[src/logic/usc_defines.vh]
`ifndef USC_DEFINES_VH
`define USC_DEFINES_VH
// Register byte offsets on the APB side
`define USC_OFS_DATA 5'h00
`define USC_OFS_STAT 5'h04
`define USC_OFS_CTLB 5'h08
`define USC_OFS_CTLC 5'h0c
`define USC_OFS_BAUDL 5'h10
`define USC_OFS_BAUDH 5'h14
// Control B field positions
`define USC_B_TXCIE 6
`define USC_B_UDRIE 5
`define USC_B_RXEN 4
`define USC_B_TXEN 3
`define USC_B_CSZ2 2
`define USC_B_TXB8 0
`define USC_B_WMASK 8'hfd
// Status field position that software may write
`define USC_A_TXC 6
// Control C fields
`define USC_C_MODE 7:6
`define USC_C_PAR 5:4
`define USC_C_STOP 3
`define USC_C_CSZ 2:1
`define USC_C_POL 0
// Reset values
`define USC_CTLB_RST 8'h00
`define USC_CTLC_RST 8'h06
`define USC_BAUD_RST 12'h000
// Operating modes
`define USC_MODE_ASYNC 2'h0
`define USC_MODE_SYNC 2'h1
`define USC_MODE_SPI 2'h3
// Receiver states
`define USC_RX_IDLE 2'h0
`define USC_RX_START 2'h1
`define USC_RX_DATA 2'h2
// Baud ticks per asynchronous bit, last index and midpoint
`define USC_TICK_LAST 4'hf
`define USC_TICK_MID 4'h7
`endif

[src/logic/usc_ctrl.v]
// The address map and the APB slave port were chosen for this implementation.
`timescale 1ns/1ps
`include "usc_defines.vh"

module usc_ctrl (
    input wire pclk,
    input wire presetn,
    input wire [4:0] paddr,
    input wire psel,
    input wire penable,
    input wire pwrite,
    input wire [31:0] pwdata,
    output wire [31:0] prdata,
    output wire pready,
    output wire pslverr,
    input wire global_irq_enable,
    input wire tx_done_irq_ack,
    output wire tx_done_irq,
    output wire buffer_empty_irq,
    input wire serial_rx_pin,
    output wire serial_tx_pin,
    output wire tx_pin_override,
    output wire rx_pin_override,
    input wire port_tx_value,
    output wire sync_serial_clock,
    output wire sync_serial_clock_oe
);

    // Size code to data bits; reserved codes fall back to eight
    function [3:0] char_bits;
        input [2:0] code;
        begin
            case (code)
                3'h0: char_bits = 4'h5;
                3'h1: char_bits = 4'h6;
                3'h2: char_bits = 4'h7;
                3'h3: char_bits = 4'h8;
                3'h7: char_bits = 4'h9;
                default: char_bits = 4'h8;
            endcase
        end
    endfunction

    // Keep only the low n data bits
    function [8:0] mask_data;
        input [8:0] d;
        input [3:0] n;
        begin
            mask_data = d & ~(9'h1ff << n);
        end
    endfunction

    // Parity over the active data bits, odd inverts
    function par_calc;
        input [8:0] d;
        input [3:0] n;
        input odd;
        begin
            par_calc = (^mask_data(d, n)) ^ odd;
        end
    endfunction

    reg [7:0] ctl_b_q;
    reg [7:0] ctl_c_q;
    reg [11:0] baud_q;
    reg [11:0] baud_cnt_q;
    reg [31:0] prdata_q;
    reg xck_q;
    reg [8:0] tx_buf_q;
    reg tx_full_q;
    reg [12:0] tx_sh_q;
    reg [3:0] tx_left_q;
    reg [3:0] tx_div_q;
    reg tx_active_q;
    reg tx_done_q;
    reg tx_pin_q;
    reg rx_m_q;
    reg rx_s_q;
    reg [1:0] rx_st_q;
    reg [3:0] rx_cnt_q;
    reg [3:0] rx_left_q;
    reg [10:0] rx_sh_q;
    reg [8:0] rx_buf_q;
    reg rx_full_q;
    reg fe_q;
    reg dor_q;
    reg upe_q;
    reg [12:0] frame_d;
    reg [3:0] count_d;
    reg [10:0] rx_word_d;

    // Bus decode
    wire acc = psel & penable;
    wire wr = acc & pwrite;
    wire rd = acc & ~pwrite;
    wire addr_ok = (paddr == `USC_OFS_DATA) || (paddr == `USC_OFS_STAT) ||
                   (paddr == `USC_OFS_CTLB) || (paddr == `USC_OFS_CTLC) ||
                   (paddr == `USC_OFS_BAUDL) || (paddr == `USC_OFS_BAUDH);
    wire wr_data = wr & (paddr == `USC_OFS_DATA);
    wire rd_data = rd & (paddr == `USC_OFS_DATA);
    wire wr_baudl = wr & (paddr == `USC_OFS_BAUDL);

    // Decoded configuration
    wire [1:0] mode = ctl_c_q[`USC_C_MODE];
    wire sync_m = (mode == `USC_MODE_SYNC) | (mode == `USC_MODE_SPI);
    wire [1:0] par = ctl_c_q[`USC_C_PAR];
    wire par_on = par[1];
    wire par_odd = par[0];
    wire two_stop = ctl_c_q[`USC_C_STOP];
    wire pol = ctl_c_q[`USC_C_POL];
    wire [3:0] nbits = char_bits({ctl_b_q[`USC_B_CSZ2],
                                  ctl_c_q[`USC_C_CSZ]});
    wire rx_en = ctl_b_q[`USC_B_RXEN];

    // Baud tick and synchronous clock edges
    wire tick = (baud_cnt_q == 12'h000);
    wire rise_ev = sync_m & tick & ~xck_q;
    wire fall_ev = sync_m & tick & xck_q;
    wire tx_change = pol ? fall_ev : rise_ev;
    wire rx_sample = pol ? rise_ev : fall_ev;

    // Transmit sequencing
    wire tx_busy = (tx_left_q != 4'h0);
    wire tx_step = sync_m ? tx_change :
                   (tick & (tx_div_q == `USC_TICK_LAST));
    // Sync frames start on a change edge so the start bit is full length
    wire tx_load = tx_active_q & ~tx_busy & tx_full_q &
                   (~sync_m | tx_change);
    wire tx_last = tx_busy & tx_step & (tx_left_q == 4'h1);
    wire tx_done_clr = (wr & (paddr == `USC_OFS_STAT) &
                        pwdata[`USC_A_TXC]) | tx_done_irq_ack;

    // Receive sequencing
    wire rx_take = (rx_st_q == `USC_RX_DATA) &
                   (sync_m ? rx_sample :
                    (tick & (rx_cnt_q == `USC_TICK_LAST)));
    wire rx_last = rx_take & (rx_left_q == 4'h1);
    wire [3:0] rx_total = nbits + {3'h0, par_on} + 4'h1;
    wire rx_pop = rd_data & rx_full_q;

    // Frame image and length for the next transmission, and the aligned receive word
    always @*
    begin
        frame_d = (13'h1fff << (nbits + 4'h1)) |
                  ({4'h0, mask_data(tx_buf_q, nbits)} << 1);
        count_d = nbits + 4'h2 + {3'h0, two_stop};
        if (par_on)
        begin
            frame_d = (frame_d & ~(13'h0001 << (nbits + 4'h1))) |
                      ({12'h000, par_calc(tx_buf_q, nbits, par_odd)}
                       << (nbits + 4'h1));
            count_d = count_d + 4'h1;
        end
        rx_word_d = {rx_s_q, rx_sh_q[10:1]} >> (4'hb - rx_total);
    end

    // Register writes from the bus
    always @(posedge pclk or negedge presetn)
    begin
        if (!presetn)
        begin
            ctl_b_q <= `USC_CTLB_RST;
            ctl_c_q <= `USC_CTLC_RST;
            baud_q <= `USC_BAUD_RST;
        end
        else if (wr)
        begin
            case (paddr)
                `USC_OFS_CTLB: ctl_b_q <= pwdata[7:0] & `USC_B_WMASK;
                `USC_OFS_CTLC: ctl_c_q <= pwdata[7:0];
                `USC_OFS_BAUDL: baud_q[7:0] <= pwdata[7:0];
                // Bits above eleven are not stored and read as zero
                `USC_OFS_BAUDH: baud_q[11:8] <= pwdata[3:0];
                default: ;
            endcase
        end
    end

    // Read data captured in the setup cycle so it comes from a flop
    always @(posedge pclk or negedge presetn)
    begin
        if (!presetn)
            prdata_q <= 32'h00000000;
        else if (psel & ~penable)
        begin
            case (paddr)
                `USC_OFS_DATA: prdata_q <= {24'h000000, rx_buf_q[7:0]};
                `USC_OFS_STAT: prdata_q <= {24'h000000, rx_full_q,
                    tx_done_q, ~tx_full_q, fe_q, dor_q, upe_q, 2'h0};
                `USC_OFS_CTLB: prdata_q <= {24'h000000, ctl_b_q[7:2],
                    rx_buf_q[8], ctl_b_q[0]};
                `USC_OFS_CTLC: prdata_q <= {24'h000000, ctl_c_q};
                `USC_OFS_BAUDL: prdata_q <= {24'h000000, baud_q[7:0]};
                `USC_OFS_BAUDH: prdata_q <= {28'h0000000, baud_q[11:8]};
                default: prdata_q <= 32'h00000000;
            endcase
        end
    end

    // Prescaler; a low byte write restarts it with the new divisor
    always @(posedge pclk or negedge presetn)
    begin
        if (!presetn)
        begin
            baud_cnt_q <= `USC_BAUD_RST;
            xck_q <= 1'b0;
        end
        else
        begin
            if (wr_baudl)
                baud_cnt_q <= {baud_q[11:8], pwdata[7:0]};
            else if (tick)
                baud_cnt_q <= baud_q;
            else
                baud_cnt_q <= baud_cnt_q - 12'h001;
            // Master clock toggles per tick, parked low outside sync
            if (!sync_m)
                xck_q <= 1'b0;
            else if (tick)
                xck_q <= ~xck_q;
        end
    end

    // Transmit buffer, shifter and deferred disable
    always @(posedge pclk or negedge presetn)
    begin
        if (!presetn)
        begin
            tx_buf_q <= 9'h000;
            tx_full_q <= 1'b0;
            tx_sh_q <= 13'h1fff;
            tx_left_q <= 4'h0;
            tx_div_q <= 4'h0;
            tx_active_q <= 1'b0;
            tx_done_q <= 1'b0;
            tx_pin_q <= 1'b1;
        end
        else
        begin
            // Writes while the buffer is occupied are dropped
            if (wr_data & ~tx_full_q)
            begin
                tx_buf_q <= {ctl_b_q[`USC_B_TXB8], pwdata[7:0]};
                tx_full_q <= 1'b1;
            end
            else if (tx_load)
                tx_full_q <= 1'b0;
            if (tx_load)
            begin
                tx_sh_q <= frame_d;
                tx_left_q <= count_d;
                tx_div_q <= 4'h0;
            end
            else if (tx_busy & tx_step)
            begin
                tx_sh_q <= {1'b1, tx_sh_q[12:1]};
                tx_left_q <= tx_left_q - 4'h1;
                tx_div_q <= 4'h0;
            end
            else if (tx_busy & tick)
                tx_div_q <= tx_div_q + 4'h1;
            // Stays on while anything is still queued
            tx_active_q <= ctl_b_q[`USC_B_TXEN] |
                           (tx_active_q & (tx_busy | tx_full_q));
            // A completing frame wins over a clear in the same cycle
            if (tx_last & ~tx_full_q)
                tx_done_q <= 1'b1;
            else if (tx_done_clr)
                tx_done_q <= 1'b0;
            // Pin moves on the shift edge itself, not one clock later
            if (!tx_active_q)
                tx_pin_q <= port_tx_value;
            else if (tx_load)
                tx_pin_q <= frame_d[0];
            else if (tx_busy & tx_step)
                tx_pin_q <= tx_sh_q[1];
            else if (!tx_busy)
                tx_pin_q <= 1'b1;
        end
    end

    // Receive pin synchroniser
    always @(posedge pclk or negedge presetn)
    begin
        if (!presetn)
        begin
            rx_m_q <= 1'b1;
            rx_s_q <= 1'b1;
        end
        else
        begin
            rx_m_q <= serial_rx_pin;
            rx_s_q <= rx_m_q;
        end
    end

    // Receive framing: start check, then one sample per bit
    always @(posedge pclk or negedge presetn)
    begin
        if (!presetn)
        begin
            rx_st_q <= `USC_RX_IDLE;
            rx_cnt_q <= 4'h0;
            rx_left_q <= 4'h0;
            rx_sh_q <= 11'h000;
        end
        else if (!rx_en)
            rx_st_q <= `USC_RX_IDLE;
        else
        begin
            if (tick)
                rx_cnt_q <= rx_cnt_q + 4'h1;
            case (rx_st_q)
                `USC_RX_IDLE:
                begin
                    rx_left_q <= rx_total;
                    rx_cnt_q <= 4'h0;
                    if (sync_m ? (rx_sample & ~rx_s_q) : (tick & ~rx_s_q))
                        rx_st_q <= sync_m ? `USC_RX_DATA : `USC_RX_START;
                end
                `USC_RX_START:
                begin
                    // Mid-bit recheck rejects short glitches
                    if (tick & (rx_cnt_q == `USC_TICK_MID))
                    begin
                        rx_cnt_q <= 4'h0;
                        rx_st_q <= rx_s_q ? `USC_RX_IDLE : `USC_RX_DATA;
                    end
                end
                `USC_RX_DATA:
                begin
                    if (rx_take)
                    begin
                        rx_sh_q <= {rx_s_q, rx_sh_q[10:1]};
                        rx_left_q <= rx_left_q - 4'h1;
                        rx_cnt_q <= 4'h0;
                        if (rx_last)
                            rx_st_q <= `USC_RX_IDLE;
                    end
                end
                default: rx_st_q <= `USC_RX_IDLE;
            endcase
        end
    end

    // Receive buffer with its error flags; a new frame beats a pop
    always @(posedge pclk or negedge presetn)
    begin
        if (!presetn)
        begin
            rx_buf_q <= 9'h000;
            rx_full_q <= 1'b0;
            fe_q <= 1'b0;
            dor_q <= 1'b0;
            upe_q <= 1'b0;
        end
        else if (!rx_en)
        begin
            rx_buf_q <= 9'h000;
            rx_full_q <= 1'b0;
            fe_q <= 1'b0;
            dor_q <= 1'b0;
            upe_q <= 1'b0;
        end
        else if (rx_last & rx_full_q & ~rx_pop)
            dor_q <= 1'b1; // Unread data kept, new frame lost
        else if (rx_last)
        begin
            rx_buf_q <= mask_data(rx_word_d[8:0], nbits);
            rx_full_q <= 1'b1;
            fe_q <= ~rx_word_d[nbits + {3'h0, par_on}];
            dor_q <= 1'b0;
            upe_q <= par_on & (rx_word_d[nbits] !=
                     par_calc(rx_word_d[8:0], nbits, par_odd));
        end
        else if (rx_pop)
        begin
            // Ninth bit stays readable; only the flags go
            rx_full_q <= 1'b0;
            fe_q <= 1'b0;
            dor_q <= 1'b0;
            upe_q <= 1'b0;
        end
    end

    // Bus answers: zero wait states, error on unmapped offsets
    assign pready = 1'b1;
    assign pslverr = acc & ~addr_ok;
    assign prdata = prdata_q;

    // Interrupt requests gated by the global enable
    assign tx_done_irq = ctl_b_q[`USC_B_TXCIE] & global_irq_enable &
                         tx_done_q;
    assign buffer_empty_irq = ctl_b_q[`USC_B_UDRIE] & global_irq_enable &
                              ~tx_full_q;

    // Pin ownership
    assign serial_tx_pin = tx_pin_q;
    assign tx_pin_override = tx_active_q;
    assign rx_pin_override = rx_en;
    assign sync_serial_clock = xck_q;
    assign sync_serial_clock_oe = sync_m & (tx_active_q | rx_en);

endmodule

[config.mk]
export PLATFORM = sky130hd
export DESIGN_NAME = usc_ctrl
export DESIGN_NICKNAME = d
export VERILOG_FILES = /design/src/logic/usc_ctrl.v
export VERILOG_INCLUDE_DIRS = /design/src /design/src/logic
export SDC_FILE = /design/constraint.sdc
export NUM_CORES = 1
export LEC_CHECK = 0
export BUFFER_PORTS_ARGS = -buffer_cell sky130_fd_sc_hd__buf_2
export CELL_PAD_IN_SITES_DETAIL_PLACEMENT = 0
export CELL_PAD_IN_SITES_GLOBAL_PLACEMENT = 2
export CORE_UTILIZATION = 38
export CTS_CLUSTER_SIZE = 40
export DETAILED_ROUTE_END_ITERATION = 7
export PLACE_DENSITY_LB_ADDON = 0.1
export SYNTH_ARGS = -nofsm -noshare
export SYNTH_HDL_FRONTEND = slang
export SYNTH_SLANG_ARGS = --single-unit
[constraint.sdc]
create_clock -name pclk -period 10.2 [get_ports pclk]
set_input_delay 2.55 -clock pclk [delete_from_list [all_inputs] [get_ports pclk]]
set_output_delay 2.55 -clock pclk [all_outputs]
set_load 0.01 [all_outputs]
==> results of run 1 <==
[power by group]
part	internal [uW]	switching, uW	total, uW	leakage, uW
clock	409	211	619	0.000295
sequential	545	61.3	606	0.00151
combinational	196	269	465	0.00178
[worst register-to-register path, stage by stage, from the launching register on]
cell and delay [ns]:
sky130_fd_sc_hd__dfrtp_1 0.66, sky130_fd_sc_hd__nand3_1 0.28, sky130_fd_sc_hd__o21a_1 0.26, sky130_fd_sc_hd__inv_1 0.25
sky130_fd_sc_hd__ha_1 0.57, sky130_fd_sc_hd__ha_1 0.94, sky130_fd_sc_hd__mux2i_1 0.20, sky130_fd_sc_hd__o21ai_0 0.60
sky130_fd_sc_hd__nor4b_1 0.65, sky130_fd_sc_hd__xnor2_1 0.16, sky130_fd_sc_hd__xnor2_1 0.22, sky130_fd_sc_hd__xnor2_1 0.16
sky130_fd_sc_hd__xnor3_1 0.25, sky130_fd_sc_hd__a32o_1 0.26
[per-layer routing]
layer	track usage (%)	up-vias
li1	-	2573
met1	27.80	2673
met2	31.87	99
met3	3.753	20
met4	7.082	0
met5	0	-
[layout by cell type (no fill, tap or decap), drive strengths merged, types with 9 or more instances in the layout]
master	Yosys	layout
buf	30	43
a21oi	37	37
nor3	17	17
ha	18	18
mux2i	26	26
nand2	92	92
inv	19	19
nand3	14	14
conb	2	25
dfstp	17	17
o21ai	61	61
dfrtp	99	99
nor2	51	51
mux2	44	44
clkbuf	25	23
xor2	10	10
xnor2	29	29
a22o	9	9
and3	9	9
[how the worst max path moves through the flow]
stage	start	endpoint	slack (ns)	cells past startpoint
after floorplan	paddr[4]	pslverr	4.56	3
after global placement	paddr[4]	pslverr	4.43	4
after detailed placement	paddr[4]	pslverr	4.44	4
after CTS	paddr[4]	pslverr	4.44	4
after global routing	ctl_b_q[2]	upe_q	4.17	13
final	paddr[4]	pslverr	4.43	4
[flip-flops by register name, indices dropped and copies added, names as in the netlist, 2 cells and up]
| signal | cells |
|---|---|
| ctl_c_q | 8 |
| rx_buf_q | 9 |
| prdata | 8 |
| tx_buf_q | 9 |
| tx_sh_q | 12 |
| ctl_b_q | 7 |
| rx_sh_q | 10 |
| baud_q | 12 |
| rx_cnt_q | 4 |
| rx_st_q | 2 |
| baud_cnt_q | 12 |
| tx_div_q | 4 |
| tx_left_q | 4 |
| rx_left_q | 4 |
[per-stage QoR]
stage | std cells | cell area, sq um | worst slack (ns) | power, uW | hold WS (ns)
3_3_place_gp | 958 | 7261 | 4.430 | 1069 | 0.3458
5_1_grt | 990 | 7876 | 4.174 | 1788 | 0.3640
3_5_place_dp | 958 | 7261 | 4.444 | 1078 | 0.3531
4_1_cts | 990 | 7876 | 4.441 | 1707 | 0.3611
2_1_floorplan | 741 | 7051 | 4.556 | 966.5 | 0.3452
6_report | 990 | 7876 | 4.433 | 1690 | 0.3593
[cell type report]
type	count	area share, %
clock inverters	9	1.620
flip-flops and latches	116	37.12
multi-input cells	551	47.56
clock buffers	23	6.195
inverters	19	0.9055
repair buffers	43	2.955
well taps	229	3.638
[kinds of logic after synthesis]
family	Yosys count	share of synthesized area (%)
buf+inv	74	5.462
compound gates	165	15.09
fa+ha+maj	20	3.521
other cells	2	0.1078
flops	116	41.99
mux	74	12.32
simple gates	225	15.15
xor+xnor	42	6.360
==> out/results.env, run 1 <==
OUTCOME='complete, no violations'
CRIT_ARRIVAL_NS=3.22
CTS.HTREE.LEVELS=4
FIRST_GLOBAL_VIAS=5151
GLOBAL_ROUTE.USAGE.TOTAL_PCT=20.26
SYNTHTOPCELLSBYCOUNT='sky130_fd_sc_hd__dfrtp_1 (99), sky130_fd_sc_hd__nand2_1 (92), sky130_fd_sc_hd__o21ai_0 (61), sky130_fd_sc_hd__nor2_1 (50), sky130_fd_sc_hd__mux2_2 (44)'
LAUNCH_INSTANCE_OF_THE_WORST_REGISTER_TO_REGISTER_PATH='ctl_b_q[2]'
FINAL.MIN_CLOCK_PERIOD_NS=5.767
GRT_FIRST_PASS_WIRELENGTH_MICRONS=28430
POST_CTS_RESIZED=0
DRC=0
DIE_X_MICRONS=137.4
DETAIL-ROUTE-ANTENNA-NETS=0
M1WIRELENGTH_MICRONS=8769
TIMING.FINAL.SETUP_VIOLATIONS=0
SYNTH_SEQ_CELLS=116
LAYOUT-DRIVE-GT1-SHARE_PCT=19.71
TRITONCTS.NUM_BUFFERS=17
POWER.LEAKAGE_uW=0.003587
CTS-HOLD-FIX-BUFFERS=0
GRT_SETUP_UNREPAIRED='no'
CP_SLOWEST_CELL='sky130_fd_sc_hd__a211oi_1'
CP_MAX_FO=8
YOSYSMOSTFREQUENTCELL='sky130_fd_sc_hd__dfrtp_1'
HIGHEST-SIGNAL-LAYER='met4'
CTS_TREE='done'
CRIT_PATH_CELL_TRACE='buf_2 > a211oi_1 > nor2_1 > buf_2'
HOLD_PATH_END='rx_s_q'
TOTALNEGATIVESETUPSLACK_NS=0
CLK_PIN_SLEW_NS=0.05
POWER_DENSITY_mW_PER_MM2=214.6
NNETSFINAL=812
TIMING.FINAL.CRIT_SHARE_PCT=56.54
TIMING.CLOCK.SKEW_NS=0.01091
SYNTHESIS.AREA_SQ_MM=0.006964
YOSYSSEQAREASHARE_PCT=41.99
SYNTHTOLAYOUTAREAGROWTH_PCT=13.10
CORE_UTIL_FINAL_PCT=43.85
R2R_CELLS=13
SYNTH_ENABLE_FLOP_CELLS=0
GPL.FINAL_WEIGHTED_CONGESTION=0.8126
BUFFER_PORTS.INSERTED=37
TIMING.CRITICAL_PATH.TO_TYPE='output port'
MAXIMUM_NUMBER_OF_PINS_ON_ONE_NET_BEFORE_GLOBAL_ROUTE_REPAIR=78
ROWS=49
WORST_SKEW_PAIR.LATE_LATENCY_NS=0.41
WORST-SETUP-PATH-TYPE='input pin to output port'
PLACE_HPWL_MICRONS=13340
TIMING.CRITICAL_PATH.REQUIRED_NS=7.65
YS_FLOP_TYPE='sky130_fd_sc_hd__dfrtp_1'
FLOORPLAN.CORE_AREA_SQ_MM=0.01796
NUMBER_OF_ANTENNA_REPAIR_DIODES=0
SYNTHCELLS=718
WORST_SETUP_PATH_START_KIND='input pin'
VDD_IR_DROP_MAX_mV=0.1155
RELSLEWSLACK_PCT=25.78
INITIAL_UTILIZATION_PCT=38.77
FF2FF_SETUP_SLACK_NS=4.60
WHS_PATH_CELLS=0
HOLD_VIOLATIONS=0
LIBRARY_CELL_WITH_THE_LARGEST_SUMMED_AREA_AFTER_SYNTHESIS='sky130_fd_sc_hd__dfrtp_1'
MULTI_INPUT_AREA_SQ_MM=0.003746
NETLIST-CELL-TYPE-COUNT=71
AGGREGATE_GLOBAL_ROUTING_OVERFLOW=0
SYNTH_AREA_LEADERS='sky130_fd_sc_hd__dfrtp_1 (36%), sky130_fd_sc_hd__mux2_2 (7.1%), sky130_fd_sc_hd__dfstp_2 (6.4%), sky130_fd_sc_hd__nand2_1 (5.0%), sky130_fd_sc_hd__o21ai_0 (4.4%)'
YS_ASYNC_RST_SHARE_PCT=100.0
NUM_VIAS=5365
MIN-DELAY-PATH-CLASS='flip-flop to flip-flop'
WL_MET2_MICRONS=8419
TIMING.MAX_CAP.VIOLATIONS=0
SYNTH-WARNING-COUNT=0
IO-PIN-COUNT=87
DRT_WL_TOTAL_MICRONS=18110
CRITPATHBUFINV=2
DRT-WIRELENGTH-PER-CELL_MICRONS=18.29
ROUTE.MET3.WL_MICRONS=569
GRT_ANTENNA_BEFORE_REPAIR=0
FINAL-MAX-SLEW-VIOLATION-COUNT=0
DIE_HEIGHT_MICRONS=137.4
CLK_ROOT_BUFFER_CELL='sky130_fd_sc_hd__clkbuf_16'
FILLERINSTANCES=1755
CLOCK_TREE.BUFFER_DEPTH=2
POST_SYNTH.CELL_AREA_AVG_SQ_UM=9.699
POST-SYNTH-TOP-AREA-FRACTION_PCT=35.57
DIE_FOOTPRINT_SQ_MM=0.01887
VIAS_PER_CELL=5.419
CELL_REPEATED_MOST_ALONG_THE_WORST_PATH='sky130_fd_sc_hd__buf_2'
WORSTHOLDSTART='rx_m_q'
NUMBER_OF_SINKS_HANDLED_BY_CLOCK_TREE_SYNTHESIS=116
TIMING.CRITICAL_PATH.SLOWEST_CELL_DELAY_NS=0.31
CRIT_FAMILY='compound AO/OA/AOI/OAI gates'
DETAILEDROUTE.FIRSTITERATIONVIOLATIONS=268
WORSTMARGINPINSLEW_NS=1.105
SEQCELLAREA_SQ_MM=0.002924
POST-CTS-SETUP-BUFFERS=0
NUMBER_OF_DETAILED_ROUTE_ITERATIONS_IN_THE_FIRST_PASS=5
RR_ENDPOINT='upe_q'
ACHIEVABLE_FREQ_MHz=173.4
No activity file was read; power rests on OpenSTA's default activity.
==> run 2: changes to the inputs <==
--- a/config.mk
+++ b/config.mk
@@ -6,10 +6,11 @@
 export SDC_FILE = /design/constraint.sdc
 export NUM_CORES = 1
 export LEC_CHECK = 0
+export ABC_AREA = 1
 export BUFFER_PORTS_ARGS = -buffer_cell sky130_fd_sc_hd__buf_2
 export CELL_PAD_IN_SITES_DETAIL_PLACEMENT = 0
 export CELL_PAD_IN_SITES_GLOBAL_PLACEMENT = 2
-export CORE_UTILIZATION = 38
+export CORE_UTILIZATION = 34
 export CTS_CLUSTER_SIZE = 40
 export DETAILED_ROUTE_END_ITERATION = 7
 export PLACE_DENSITY_LB_ADDON = 0.1
==> constraint.sdc (replaced) <==
create_clock -name pclk -period 5.9 [get_ports pclk]
set_input_delay 1.475 -clock pclk [delete_from_list [all_inputs] [get_ports pclk]]
set_output_delay 1.475 -clock pclk [all_outputs]
set_load 0.01 [all_outputs]
==> run 2 against run 1 <==
- register-to-register slack worse by 3.2 ns
- first-iteration DRC count is 54% higher
- final cell count is 34% higher
- combinational power is 110% higher
- largest cell class unchanged
==> out/results.env, run 2 <==
OUTCOME='complete, no violations'  # unchanged
FIRST_GLOBAL_VIAS=6175  # was 5151
FILLERINSTANCES=2280  # was 1755
AGGREGATE_GLOBAL_ROUTING_OVERFLOW=0  # unchanged
FINAL_CRITICAL_PATH_SETUP_SLACK_NS=1.409  # was 4.433 ns
SEQCELLAREA_SQ_MM=0.002924  # unchanged
MAXIMUM_NUMBER_OF_PINS_ON_ONE_NET_BEFORE_GLOBAL_ROUTE_REPAIR=42  # was 78
CTS_TREE='done'  # unchanged
FINAL.MIN_CLOCK_PERIOD_NS=4.491
DRT_WL_TOTAL_MICRONS=21250  # was 18110 microns
SYNTH-WARNING-COUNT=0  # unchanged
NETLIST-CELL-TYPE-COUNT=50  # was 71
VDD_IR_DROP_MAX_mV=0.1538  # was 0.1155 mV
FINAL-MAX-SLEW-VIOLATION-COUNT=0  # unchanged
POST-CTS-SETUP-BUFFERS=0  # unchanged
WORST_SETUP_PATH_START_KIND='flip-flop'  # was input pin
SYNTH_SEQ_CELLS=116  # unchanged
SYNTHTOPCELLSBYCOUNT='sky130_fd_sc_hd__nand2_1 (283), sky130_fd_sc_hd__inv_1 (119), sky130_fd_sc_hd__o21ai_0 (113), sky130_fd_sc_hd__dfrtp_1 (99), sky130_fd_sc_hd__nand3_1 (70)'  # was sky130_fd_sc_hd__dfrtp_1 (99), sky130_fd_sc_hd__nand2_1 (92), sky130_fd_sc_hd__o21ai_0 (61), sky130_fd_sc_hd__nor2_1 (50), sky130_fd_sc_hd__mux2_2 (44)
P_CLK_SHARE_PCT=31.4  # was 36.6%
WORST-SETUP-PATH-TYPE='flip-flop to flip-flop'  # was input pin to output port
TOTALNEGATIVESETUPSLACK_NS=0  # unchanged
YOSYSSEQAREASHARE_PCT=39.90  # was 41.99%
HOLD_VIOLATIONS=0  # unchanged
CTS-HOLD-FIX-BUFFERS=0  # unchanged
CP_MAX_FO=14  # was 8
SYNTHCELLS=1002  # was 718
DIE_FOOTPRINT_SQ_MM=0.02214  # was 0.01887 sq mm
DETAILEDROUTE.FIRSTITERATIONVIOLATIONS=412  # was 268
GPL.FINAL_WEIGHTED_CONGESTION=0.8047  # was 0.8126
DRT-WIRELENGTH-PER-CELL_MICRONS=15.98  # was 18.29 microns
P_SWITCHING_uW=1122  # was 540.5 uW
POST-SYNTH-TOP-AREA-FRACTION_PCT=33.81  # was 35.57%
MIN-DELAY-PATH-CLASS='flip-flop to flip-flop'  # unchanged
CTS.HTREE.LEVELS=4  # unchanged
PLACE_WS_NS=1.336  # was 4.444 ns
TIMING.FINAL.CRIT_SHARE_PCT=76.12
CRIT_ARRIVAL_NS=4.80  # was 3.22 ns
GRT_SETUP_UNREPAIRED='no'  # unchanged
REPORT.POWER.TOTAL_uW=2967  # was 1690 uW
YS_ASYNC_RST_SHARE_PCT=100.0  # unchanged
NNETSFINAL=1106  # was 812
CLK_ROOT_BUFFER_CELL='sky130_fd_sc_hd__clkbuf_16'  # unchanged
CELL_REPEATED_MOST_ALONG_THE_WORST_PATH='sky130_fd_sc_hd__nand2_1'  # was sky130_fd_sc_hd__buf_2
RELSLEWSLACK_PCT=55.27  # was 25.78%
MULTI_INPUT_AREA_SQ_MM=0.003691  # was 0.003746 sq mm
PLACE_HPWL_MICRONS=16380  # was 13340 microns
IO-PIN-COUNT=87  # unchanged
BUFFER_PORTS.INSERTED=37  # unchanged
YS_FLOP_TYPE='sky130_fd_sc_hd__dfrtp_1'  # unchanged
WORSTMARGINPINSLEW_NS=0.6685  # was 1.105 ns
CP_SLOWEST_CELL='sky130_fd_sc_hd__ha_1'  # was sky130_fd_sc_hd__a211oi_1
TIMING.CRITICAL_PATH.SLOWEST_CELL_DELAY_NS=0.63  # was 0.31 ns
FLOORPLAN.CORE_AREA_SQ_MM=0.02109  # was 0.01796 sq mm
CLOCK_TREE.BUFFER_DEPTH=2  # unchanged
LIBRARY_CELL_WITH_THE_LARGEST_SUMMED_AREA_AFTER_SYNTHESIS='sky130_fd_sc_hd__dfrtp_1'  # unchanged
DETAIL-ROUTE-ANTENNA-NETS=0  # unchanged
WORST_SKEW_PAIR.LATE_LATENCY_NS=0.42  # was 0.41 ns
HOLD_PATH_END='rx_s_q'  # unchanged
ACHIEVABLE_FREQ_MHz=222.7
POWER_DENSITY_mW_PER_MM2=360.3  # was 214.6 mW/mm^2
COMBPWRFRAC_PCT=32.8  # was 27.5%
ROWS=53  # was 49
SYNTH_ENABLE_FLOP_CELLS=0  # unchanged
TIMING.CRITICAL_PATH.TO_TYPE='flip-flop'  # was output port
POST_CTS_RESIZED=0  # unchanged
TIMING.CRITICAL_PATH.REQUIRED_NS=6.21  # was 7.65 ns
GRT_ANTENNA_BEFORE_REPAIR=0  # unchanged
INITIAL_UTILIZATION_PCT=34.75  # was 38.77%
POWER.INTERNAL_uW=1846  # was 1150 uW
DRC=0  # unchanged
TIMING.MAX_CAP.VIOLATIONS=0  # unchanged
MOST-COMMON-LAYOUT-CELLS='sky130_fd_sc_hd__nand2_1 (283), sky130_fd_sc_hd__inv_1 (119), sky130_fd_sc_hd__o21ai_0 (113), sky130_fd_sc_hd__dfrtp_1 (99), sky130_fd_sc_hd__nand3_1 (70)'  # was sky130_fd_sc_hd__dfrtp_1 (99), sky130_fd_sc_hd__nand2_1 (92), sky130_fd_sc_hd__o21ai_0 (61), sky130_fd_sc_hd__nor2_1 (50), sky130_fd_sc_hd__mux2_2 (44)
GLOBAL_ROUTE.USAGE.TOTAL_PCT=20.33  # was 20.26%
FF2FF_SETUP_SLACK_NS=1.41  # was 4.60 ns
FRACTION_OF_POWER_CONSUMED_BY_SEQUENTIAL_LOGIC_PCT=35.7  # was 35.9%
SWITCHING_SHARE_PCT=37.80  # was 31.98%
GRT_FIRST_PASS_WIRELENGTH_MICRONS=34130  # was 28430 microns
NUMBER_OF_DETAILED_ROUTE_ITERATIONS_IN_THE_FIRST_PASS=5  # unchanged
R2R_CELLS=22  # was 13
WHS_PATH_CELLS=0  # unchanged
TIMING.FINAL.SETUP_VIOLATIONS=0  # unchanged
CLK_PIN_SLEW_NS=0.05  # about the same
TRITONCTS.NUM_BUFFERS=17  # unchanged
POST_SYNTH.CELL_AREA_AVG_SQ_UM=7.314  # was 9.699 sq um
NUM_VIAS=6430  # was 5365
VIAS_PER_CELL=4.835  # was 5.419
LAYOUT-DRIVE-GT1-SHARE_PCT=12.99  # was 19.71%
FINAL_COMMON_CELL='sky130_fd_sc_hd__nand2_1'  # was sky130_fd_sc_hd__dfrtp_1
RR_ENDPOINT='upe_q'  # unchanged
SYNTHESIS.AREA_SQ_MM=0.007328  # was 0.006964 sq mm
YOSYSMOSTFREQUENTCELL='sky130_fd_sc_hd__nand2_1'  # was sky130_fd_sc_hd__dfrtp_1
NUMBER_OF_SINKS_HANDLED_BY_CLOCK_TREE_SYNTHESIS=116  # unchanged
POWER.LEAKAGE_uW=0.004092  # was 0.003587 uW
LAUNCH_INSTANCE_OF_THE_WORST_REGISTER_TO_REGISTER_PATH='ctl_c_q[2]'  # was ctl_b_q[2]
CRIT_PATH_CELL_TRACE='nand2_2 > nor2_1 > inv_1 > nand2_1 > ha_1 > ha_1 > ha_1 > inv_1 > o21ai_0 > inv_1 > nand3_1 > nand2_1 > nor2_1 > nand2_1 > nand2_1 > nand2_1 > nand2_1 > nand2_1 > nand3_1 > nand2_1 > nand2_1 > nand2_1'  # was buf_2 > a211oi_1 > nor2_1 > buf_2
NUMBER_OF_ANTENNA_REPAIR_DIODES=0  # unchanged
SYNTHTOLAYOUTAREAGROWTH_PCT=12.40  # was 13.10%
DIE_HEIGHT_MICRONS=148.8  # was 137.4 microns
SYNTH_AREA_LEADERS='sky130_fd_sc_hd__dfrtp_1 (34%), sky130_fd_sc_hd__nand2_1 (14%), sky130_fd_sc_hd__o21ai_0 (7.7%), sky130_fd_sc_hd__dfstp_2 (6.1%), sky130_fd_sc_hd__inv_1 (6.1%)'  # was sky130_fd_sc_hd__dfrtp_1 (36%), sky130_fd_sc_hd__mux2_2 (7.1%), sky130_fd_sc_hd__dfstp_2 (6.4%), sky130_fd_sc_hd__nand2_1 (5.0%), sky130_fd_sc_hd__o21ai_0 (4.4%)
DIE_X_MICRONS=148.8  # was 137.4 microns
WORSTHOLDSTART='rx_m_q'  # unchanged
TIMING.CLOCK.SKEW_NS=0.01390  # was 0.01091 ns
REG.LARGEST.LIST='baud_cnt_q x12, baud_q x12, tx_sh_q x12'  # unchanged
run 2: changes by cell type in the layout (fill, tap and decap cells not counted), moves of 12 or more:
cell and delta:
sky130_fd_sc_hd__nand2_1 +191, sky130_fd_sc_hd__inv_1 +100, sky130_fd_sc_hd__nand3_1 +56, sky130_fd_sc_hd__o21ai_0 +52, sky130_fd_sc_hd__mux2_2 -43, sky130_fd_sc_hd__mux2i_1 -25
sky130_fd_sc_hd__xnor2_1 -21, sky130_fd_sc_hd__a21oi_1 -13, sky130_fd_sc_hd__inv_2 +12
run 2: critical path, delay by kind of cell, from the launching register on:
kind                       cells  cell delay [ns]
AOI/OAI and AO/OA              1             0.34
adders and majority gates      3             1.23
buffers and inverters          3             0.41
DFF                            1             0.58
and+or+nand+nor               15             1.83
run 2: logic make-up after synthesis:
group / Yosys count / synth area share [%]
AOI/OAI and AO/OA: 190 / 14.63
buffers and inverters: 180 / 10.91
and+or+nand+nor: 474 / 28.72
DFF: 116 / 39.90
other: 2 / 0.1025
adders and majority gates: 18 / 3.073
muxes: 1 / 0.1537
xor gates and xnor gates: 21 / 2.510
run 2: layout make-up:
cell class | instances | share of cell area [%]
Clock buffer | 24 | 5.727
Clock inverter | 8 | 0.6684
Inverter | 132 | 6.015
Multi-Input combinational cell | 729 | 44.81
Sequential cell | 116 | 35.50
Tap cell | 275 | 4.177
Timing Repair Buffer | 46 | 3.099
run 2: layer usage:
layer  global-route usage [%]  up-vias  share of wire [%]
met4                    5.255        0               0.96
met5                        0        -                  0
met2                    33.08       95                 47
met1                    28.17     3014                 49
met3                    3.058       15                3.0
li1                         -     3306                  -
run 2: power by group through the flow:
stage | logic, uW | registers [uW] | clock network, uW
6_report | 975 | 1060 | 932
2_1_floorplan | 749 | 1050 | 0
3_3_place_gp | 989 | 1070 | 0
4_1_cts | 991 | 1060 | 952
3_5_place_dp | 987 | 1070 | 0
5_1_grt | 1120 | 1080 | 987
run 2: how the worst max path moves through the flow:
stage,start,endpoint,slack (ns),depth (start not counted)
after CTS,ctl_c_q[2],upe_q,1.31,22
after global placement,ctl_c_q[2],upe_q,1.35,22
after detailed placement,ctl_c_q[2],upe_q,1.34,22
after global routing,ctl_c_q[2],upe_q,0.83,22
after floorplan,ctl_c_q[2],upe_q,2.57,23
final,ctl_c_q[2],upe_q,1.41,22
run 2: metrics by stage:
stage               cells  utilization (%)  area, sq um  hold slack [ns]
finish               1330            39.06         8237           0.3547
detailed placement   1298            36.56         7710           0.3475
global route         1330            39.06         8237           0.3634
CTS                  1330            39.06         8237           0.3556
global placement     1298            36.56         7710           0.3471
floorplan            1025                -         7415           0.3452
==> run 3: changes to the inputs <==
--- a/config.mk
+++ b/config.mk
@@ -6,7 +6,7 @@
 export SDC_FILE = /design/constraint.sdc
 export NUM_CORES = 1
 export LEC_CHECK = 0
-export ABC_AREA = 1
+export ABC_AREA = 0
 export BUFFER_PORTS_ARGS = -buffer_cell sky130_fd_sc_hd__buf_2
 export CELL_PAD_IN_SITES_DETAIL_PLACEMENT = 0
 export CELL_PAD_IN_SITES_GLOBAL_PLACEMENT = 2
==> constraint.sdc (replaced) <==
create_clock -name pclk -period 3.8 [get_ports pclk]
set_input_delay 0.95 -clock pclk [delete_from_list [all_inputs] [get_ports pclk]]
set_output_delay 0.95 -clock pclk [all_outputs]
set_load 0.01 [all_outputs]
==> run 3 against run 2 <==
- critical path depth shrank 7
- sequential power grew 53%
- count of clock-buffer cells in the layout shrank 6
- highest routed layer unchanged
==> out/results.env, run 3 (synthesis gave the netlist of run 1 again) <==
POWER.LEAKAGE_uW=0.003875  # was 0.004092 uW
TIMING.FINAL.CRIT_SHARE_PCT=97.55  # was 76.12%
ROWS=51  # was 53
CP_MAX_FO=8  # was 14
REPORT.POWER.TOTAL_uW=4948  # was 2967 uW
CTS_TREE='done'  # unchanged
CLK_ROOT_BUFFER_CELL='sky130_fd_sc_hd__clkbuf_16'  # unchanged
R2R_CELLS=15  # was 22
TIMING.CLOCK.SKEW_NS=0.009589  # was 0.01390 ns
MOST-COMMON-LAYOUT-CELLS='sky130_fd_sc_hd__dfrtp_1 (99), sky130_fd_sc_hd__nand2_1 (90), sky130_fd_sc_hd__o21ai_0 (58), sky130_fd_sc_hd__buf_4 (57), sky130_fd_sc_hd__nor2_1 (50)'  # was sky130_fd_sc_hd__nand2_1 (283), sky130_fd_sc_hd__inv_1 (119), sky130_fd_sc_hd__o21ai_0 (113), sky130_fd_sc_hd__dfrtp_1 (99), sky130_fd_sc_hd__nand3_1 (70)
WORST-PATH-STAGES=15  # was 22
NUMBER_OF_PLACED_INSTANCES_WITH_TAPS_INCLUDED=1034  # was 1298
DIE_HEIGHT_MICRONS=145.1  # was 148.8 microns
GRT_ANTENNA_BEFORE_REPAIR=0  # unchanged
TIMING.MAX_CAP.VIOLATIONS=0  # unchanged
TIMING.FINAL.SETUP_VIOLATIONS=0  # unchanged
WORST_SETUP_PATH_START_KIND='flip-flop'  # unchanged
CP-STARTPOINT='ctl_c_q[1]'  # was ctl_c_q[2]
SYNTHTOLAYOUTAREAGROWTH_PCT=23.52  # was 12.40%
GPL.FINAL_WEIGHTED_CONGESTION=0.8065  # was 0.8047
DRT_WL_TOTAL_MICRONS=19340  # was 21250 microns
TIMING.CRITICAL_PATH.REQUIRED_NS=4.11  # was 6.21 ns
DETAIL-ROUTE-ANTENNA-NETS=0  # unchanged
NNETSFINAL=868  # was 1106
NUM_VIAS=5553  # was 6430
CP_SLOWEST_CELL='sky130_fd_sc_hd__dfstp_2'  # was sky130_fd_sc_hd__ha_1
WORST_SKEW_PAIR.LATE_LATENCY_NS=0.42  # about the same
GRT_SETUP_UNREPAIRED='yes'  # was no
OUTCOME='complete, no violations'  # unchanged
BUFFER_PORTS.INSERTED=37  # unchanged
REG.LARGEST.LIST='baud_cnt_q x12, baud_q x12, tx_sh_q x12'  # unchanged
FINAL-MAX-SLEW-VIOLATION-COUNT=0  # unchanged
CRITPATHBUFINV=3  # unchanged
FINAL_COMMON_CELL='sky130_fd_sc_hd__dfrtp_1'  # was sky130_fd_sc_hd__nand2_1
CRIT_ARRIVAL_NS=4.02  # was 4.80 ns
POWER_DENSITY_mW_PER_MM2=575.2  # was 360.3 mW/mm^2
RELSLEWSLACK_PCT=53.42  # was 55.27%
DRC=0  # unchanged
WORSTMARGINPINSLEW_NS=0.6928  # was 0.6685 ns
INITIAL_UTILIZATION_PCT=35.21  # was 34.75%
LAUNCH_INSTANCE_OF_THE_WORST_REGISTER_TO_REGISTER_PATH='ctl_c_q[1]'  # was ctl_c_q[2]
TIMING.CRITICAL_PATH.TO_TYPE='flip-flop'  # unchanged
TRITONCTS.NUM_BUFFERS=17  # unchanged
CLK_PIN_SLEW_NS=0.06  # was 0.05 ns
ACHIEVABLE_FREQ_MHz=269.8  # was 222.7 MHz
DIE_FOOTPRINT_SQ_MM=0.02106  # was 0.02214 sq mm
NUMBER_OF_SINKS_HANDLED_BY_CLOCK_TREE_SYNTHESIS=116  # unchanged
WHS_PATH_CELLS=0  # unchanged
DETAILEDROUTE.FIRSTITERATIONVIOLATIONS=283  # was 412
MIN-DELAY-PATH-CLASS='flip-flop to flip-flop'  # unchanged
VIAS_PER_CELL=5.132  # was 4.835
DRT-WIRELENGTH-PER-CELL_MICRONS=17.87  # was 15.98 microns
FIRST_GLOBAL_VIAS=5513  # was 6175
CTS.HTREE.LEVELS=4  # unchanged
DIE_X_MICRONS=145.1  # was 148.8 microns
CRIT_FAMILY='XOR/XNOR gates'  # was simple AND/OR/NAND/NOR gates
AGGREGATE_GLOBAL_ROUTING_OVERFLOW=0  # unchanged
HOLD_VIOLATIONS=0  # unchanged
CLOCK_TREE.BUFFER_DEPTH=2  # unchanged
MAXIMUM_NUMBER_OF_PINS_ON_ONE_NET_BEFORE_GLOBAL_ROUTE_REPAIR=117  # was 42
WORST-SETUP-PATH-TYPE='flip-flop to flip-flop'  # unchanged
IO-PIN-COUNT=87  # unchanged
NUMBER_OF_ANTENNA_REPAIR_DIODES=0  # unchanged
PLACE_HPWL_MICRONS=14150  # was 16380 microns
TIMING.CRITICAL_PATH.SLOWEST_CELL_DELAY_NS=0.59  # was 0.63 ns
FINAL.MIN_CLOCK_PERIOD_NS=3.707  # was 4.491 ns
WORSTHOLDSTART='rx_m_q'  # unchanged
CRIT_PATH_CELL_TRACE='nand3_2 > o21a_4 > inv_4 > ha_4 > ha_4 > ha_4 > buf_8 > buf_4 > mux4_2 > and3_4 > a311oi_4 > xnor2_2 > xnor2_2 > xnor3_1 > a32o_1'  # was nand2_2 > nor2_1 > inv_1 > nand2_1 > ha_1 > ha_1 > ha_1 > inv_1 > o21ai_0 > inv_1 > nand3_1 > nand2_1 > nor2_1 > nand2_1 > nand2_1 > nand2_1 > nand2_1 > nand2_1 > nand3_1 > nand2_1 > nand2_1 > nand2_1
LAYOUT-DRIVE-GT1-SHARE_PCT=28.76  # was 12.99%
NUMBER_OF_DETAILED_ROUTE_ITERATIONS_IN_THE_FIRST_PASS=5  # unchanged
FLOORPLAN.CORE_AREA_SQ_MM=0.01978  # was 0.02109 sq mm
CTS-HOLD-FIX-BUFFERS=0  # unchanged
CELL_REPEATED_MOST_ALONG_THE_WORST_PATH='sky130_fd_sc_hd__ha_4'  # was sky130_fd_sc_hd__nand2_1
GRT_FIRST_PASS_WIRELENGTH_MICRONS=30960  # was 34130 microns
TIMING.HOLD.WS_NS=0.3598  # was 0.3547 ns
GLOBAL_ROUTE.USAGE.TOTAL_PCT=18.92  # was 20.33%
FINAL_CELL_COUNT_NO_FILL=1082  # was 1330
VDD_IR_DROP_MAX_mV=0.2689  # was 0.1538 mV
[run 3: power breakdown]
group	internal, uW	switching [uW]	leakage [uW]
registers	1460	157	0.00151
clock network	1020	615	0.000271
logic	838	853	0.00210
total	3320	1630	0.00388
[run 3: final cells by class]
| class | count | area (sq um) |
|---|---|---|
| Multi-Input combinational cell | 551 | 3993 |
| Inverter | 19 | 73.82 |
| Fill cell | 1944 | 11180 |
| Clock buffer | 18 | 429.2 |
| Tap cell | 265 | 331.6 |
| Timing Repair Buffer | 99 | 688.2 |
| Clock inverter | 14 | 162.7 |
| Sequential cell | 116 | 2924 |
[run 3: repair_timing]
item	CTS	global route
resized for setup	3	37
setup buffers	0	17
setup endpoints to repair	1	2
pin swaps	0	15
[run 3: worst register-to-register path, stage by stage, from the launching register on]
cell,delay (ns)
sky130_fd_sc_hd__dfstp_2,0.59
sky130_fd_sc_hd__nand3_2,0.09
sky130_fd_sc_hd__o21a_4,0.14
sky130_fd_sc_hd__inv_4,0.06
sky130_fd_sc_hd__ha_4,0.13
sky130_fd_sc_hd__ha_4,0.21
sky130_fd_sc_hd__ha_4,0.28
sky130_fd_sc_hd__buf_8,0.13
sky130_fd_sc_hd__buf_4,0.11
sky130_fd_sc_hd__mux4_2,0.52
sky130_fd_sc_hd__and3_4,0.21
sky130_fd_sc_hd__a311oi_4,0.25
sky130_fd_sc_hd__xnor2_2,0.18
sky130_fd_sc_hd__xnor2_2,0.14
sky130_fd_sc_hd__xnor3_1,0.32
sky130_fd_sc_hd__a32o_1,0.22
[run 3: per-layer routing]
| metal | GRT usage (%) | part of all wire [%] | vias to the layer above |
|---|---|---|---|
| met5 | 0 | 0 | - |
| met4 | 4.632 | 1.0 | 0 |
| met3 | 3.805 | 3.4 | 16 |
| met2 | 29.90 | 48 | 108 |
| met1 | 26.38 | 48 | 2729 |
| li1 | - | - | 2700 |
[run 3: metrics by stage]
stage	util, %	area, sq um	TNS [ns]	setup WS, ns
floorplan	-	7129	0	0.02865
global placement	38.79	7674	0	0.009778
detailed placement	38.79	7674	-0.01394	-0.01394
CTS	41.85	8279	0	0.01523
global route	43.49	8602	-0.08270	-0.08270
finish	43.49	8602	0	0.09324
[run 3: path summary, 6_finish.rpt]
check                           endpoint  slack (ns)
max                                upe_q        0.09
min in group asynchronous  baud_cnt_q[9]        0.61
max in group asynchronous    tx_buf_q[2]        2.72
min reg2reg                       rx_s_q        0.36
min                               rx_s_q        0.36
max reg2reg                        upe_q        0.09
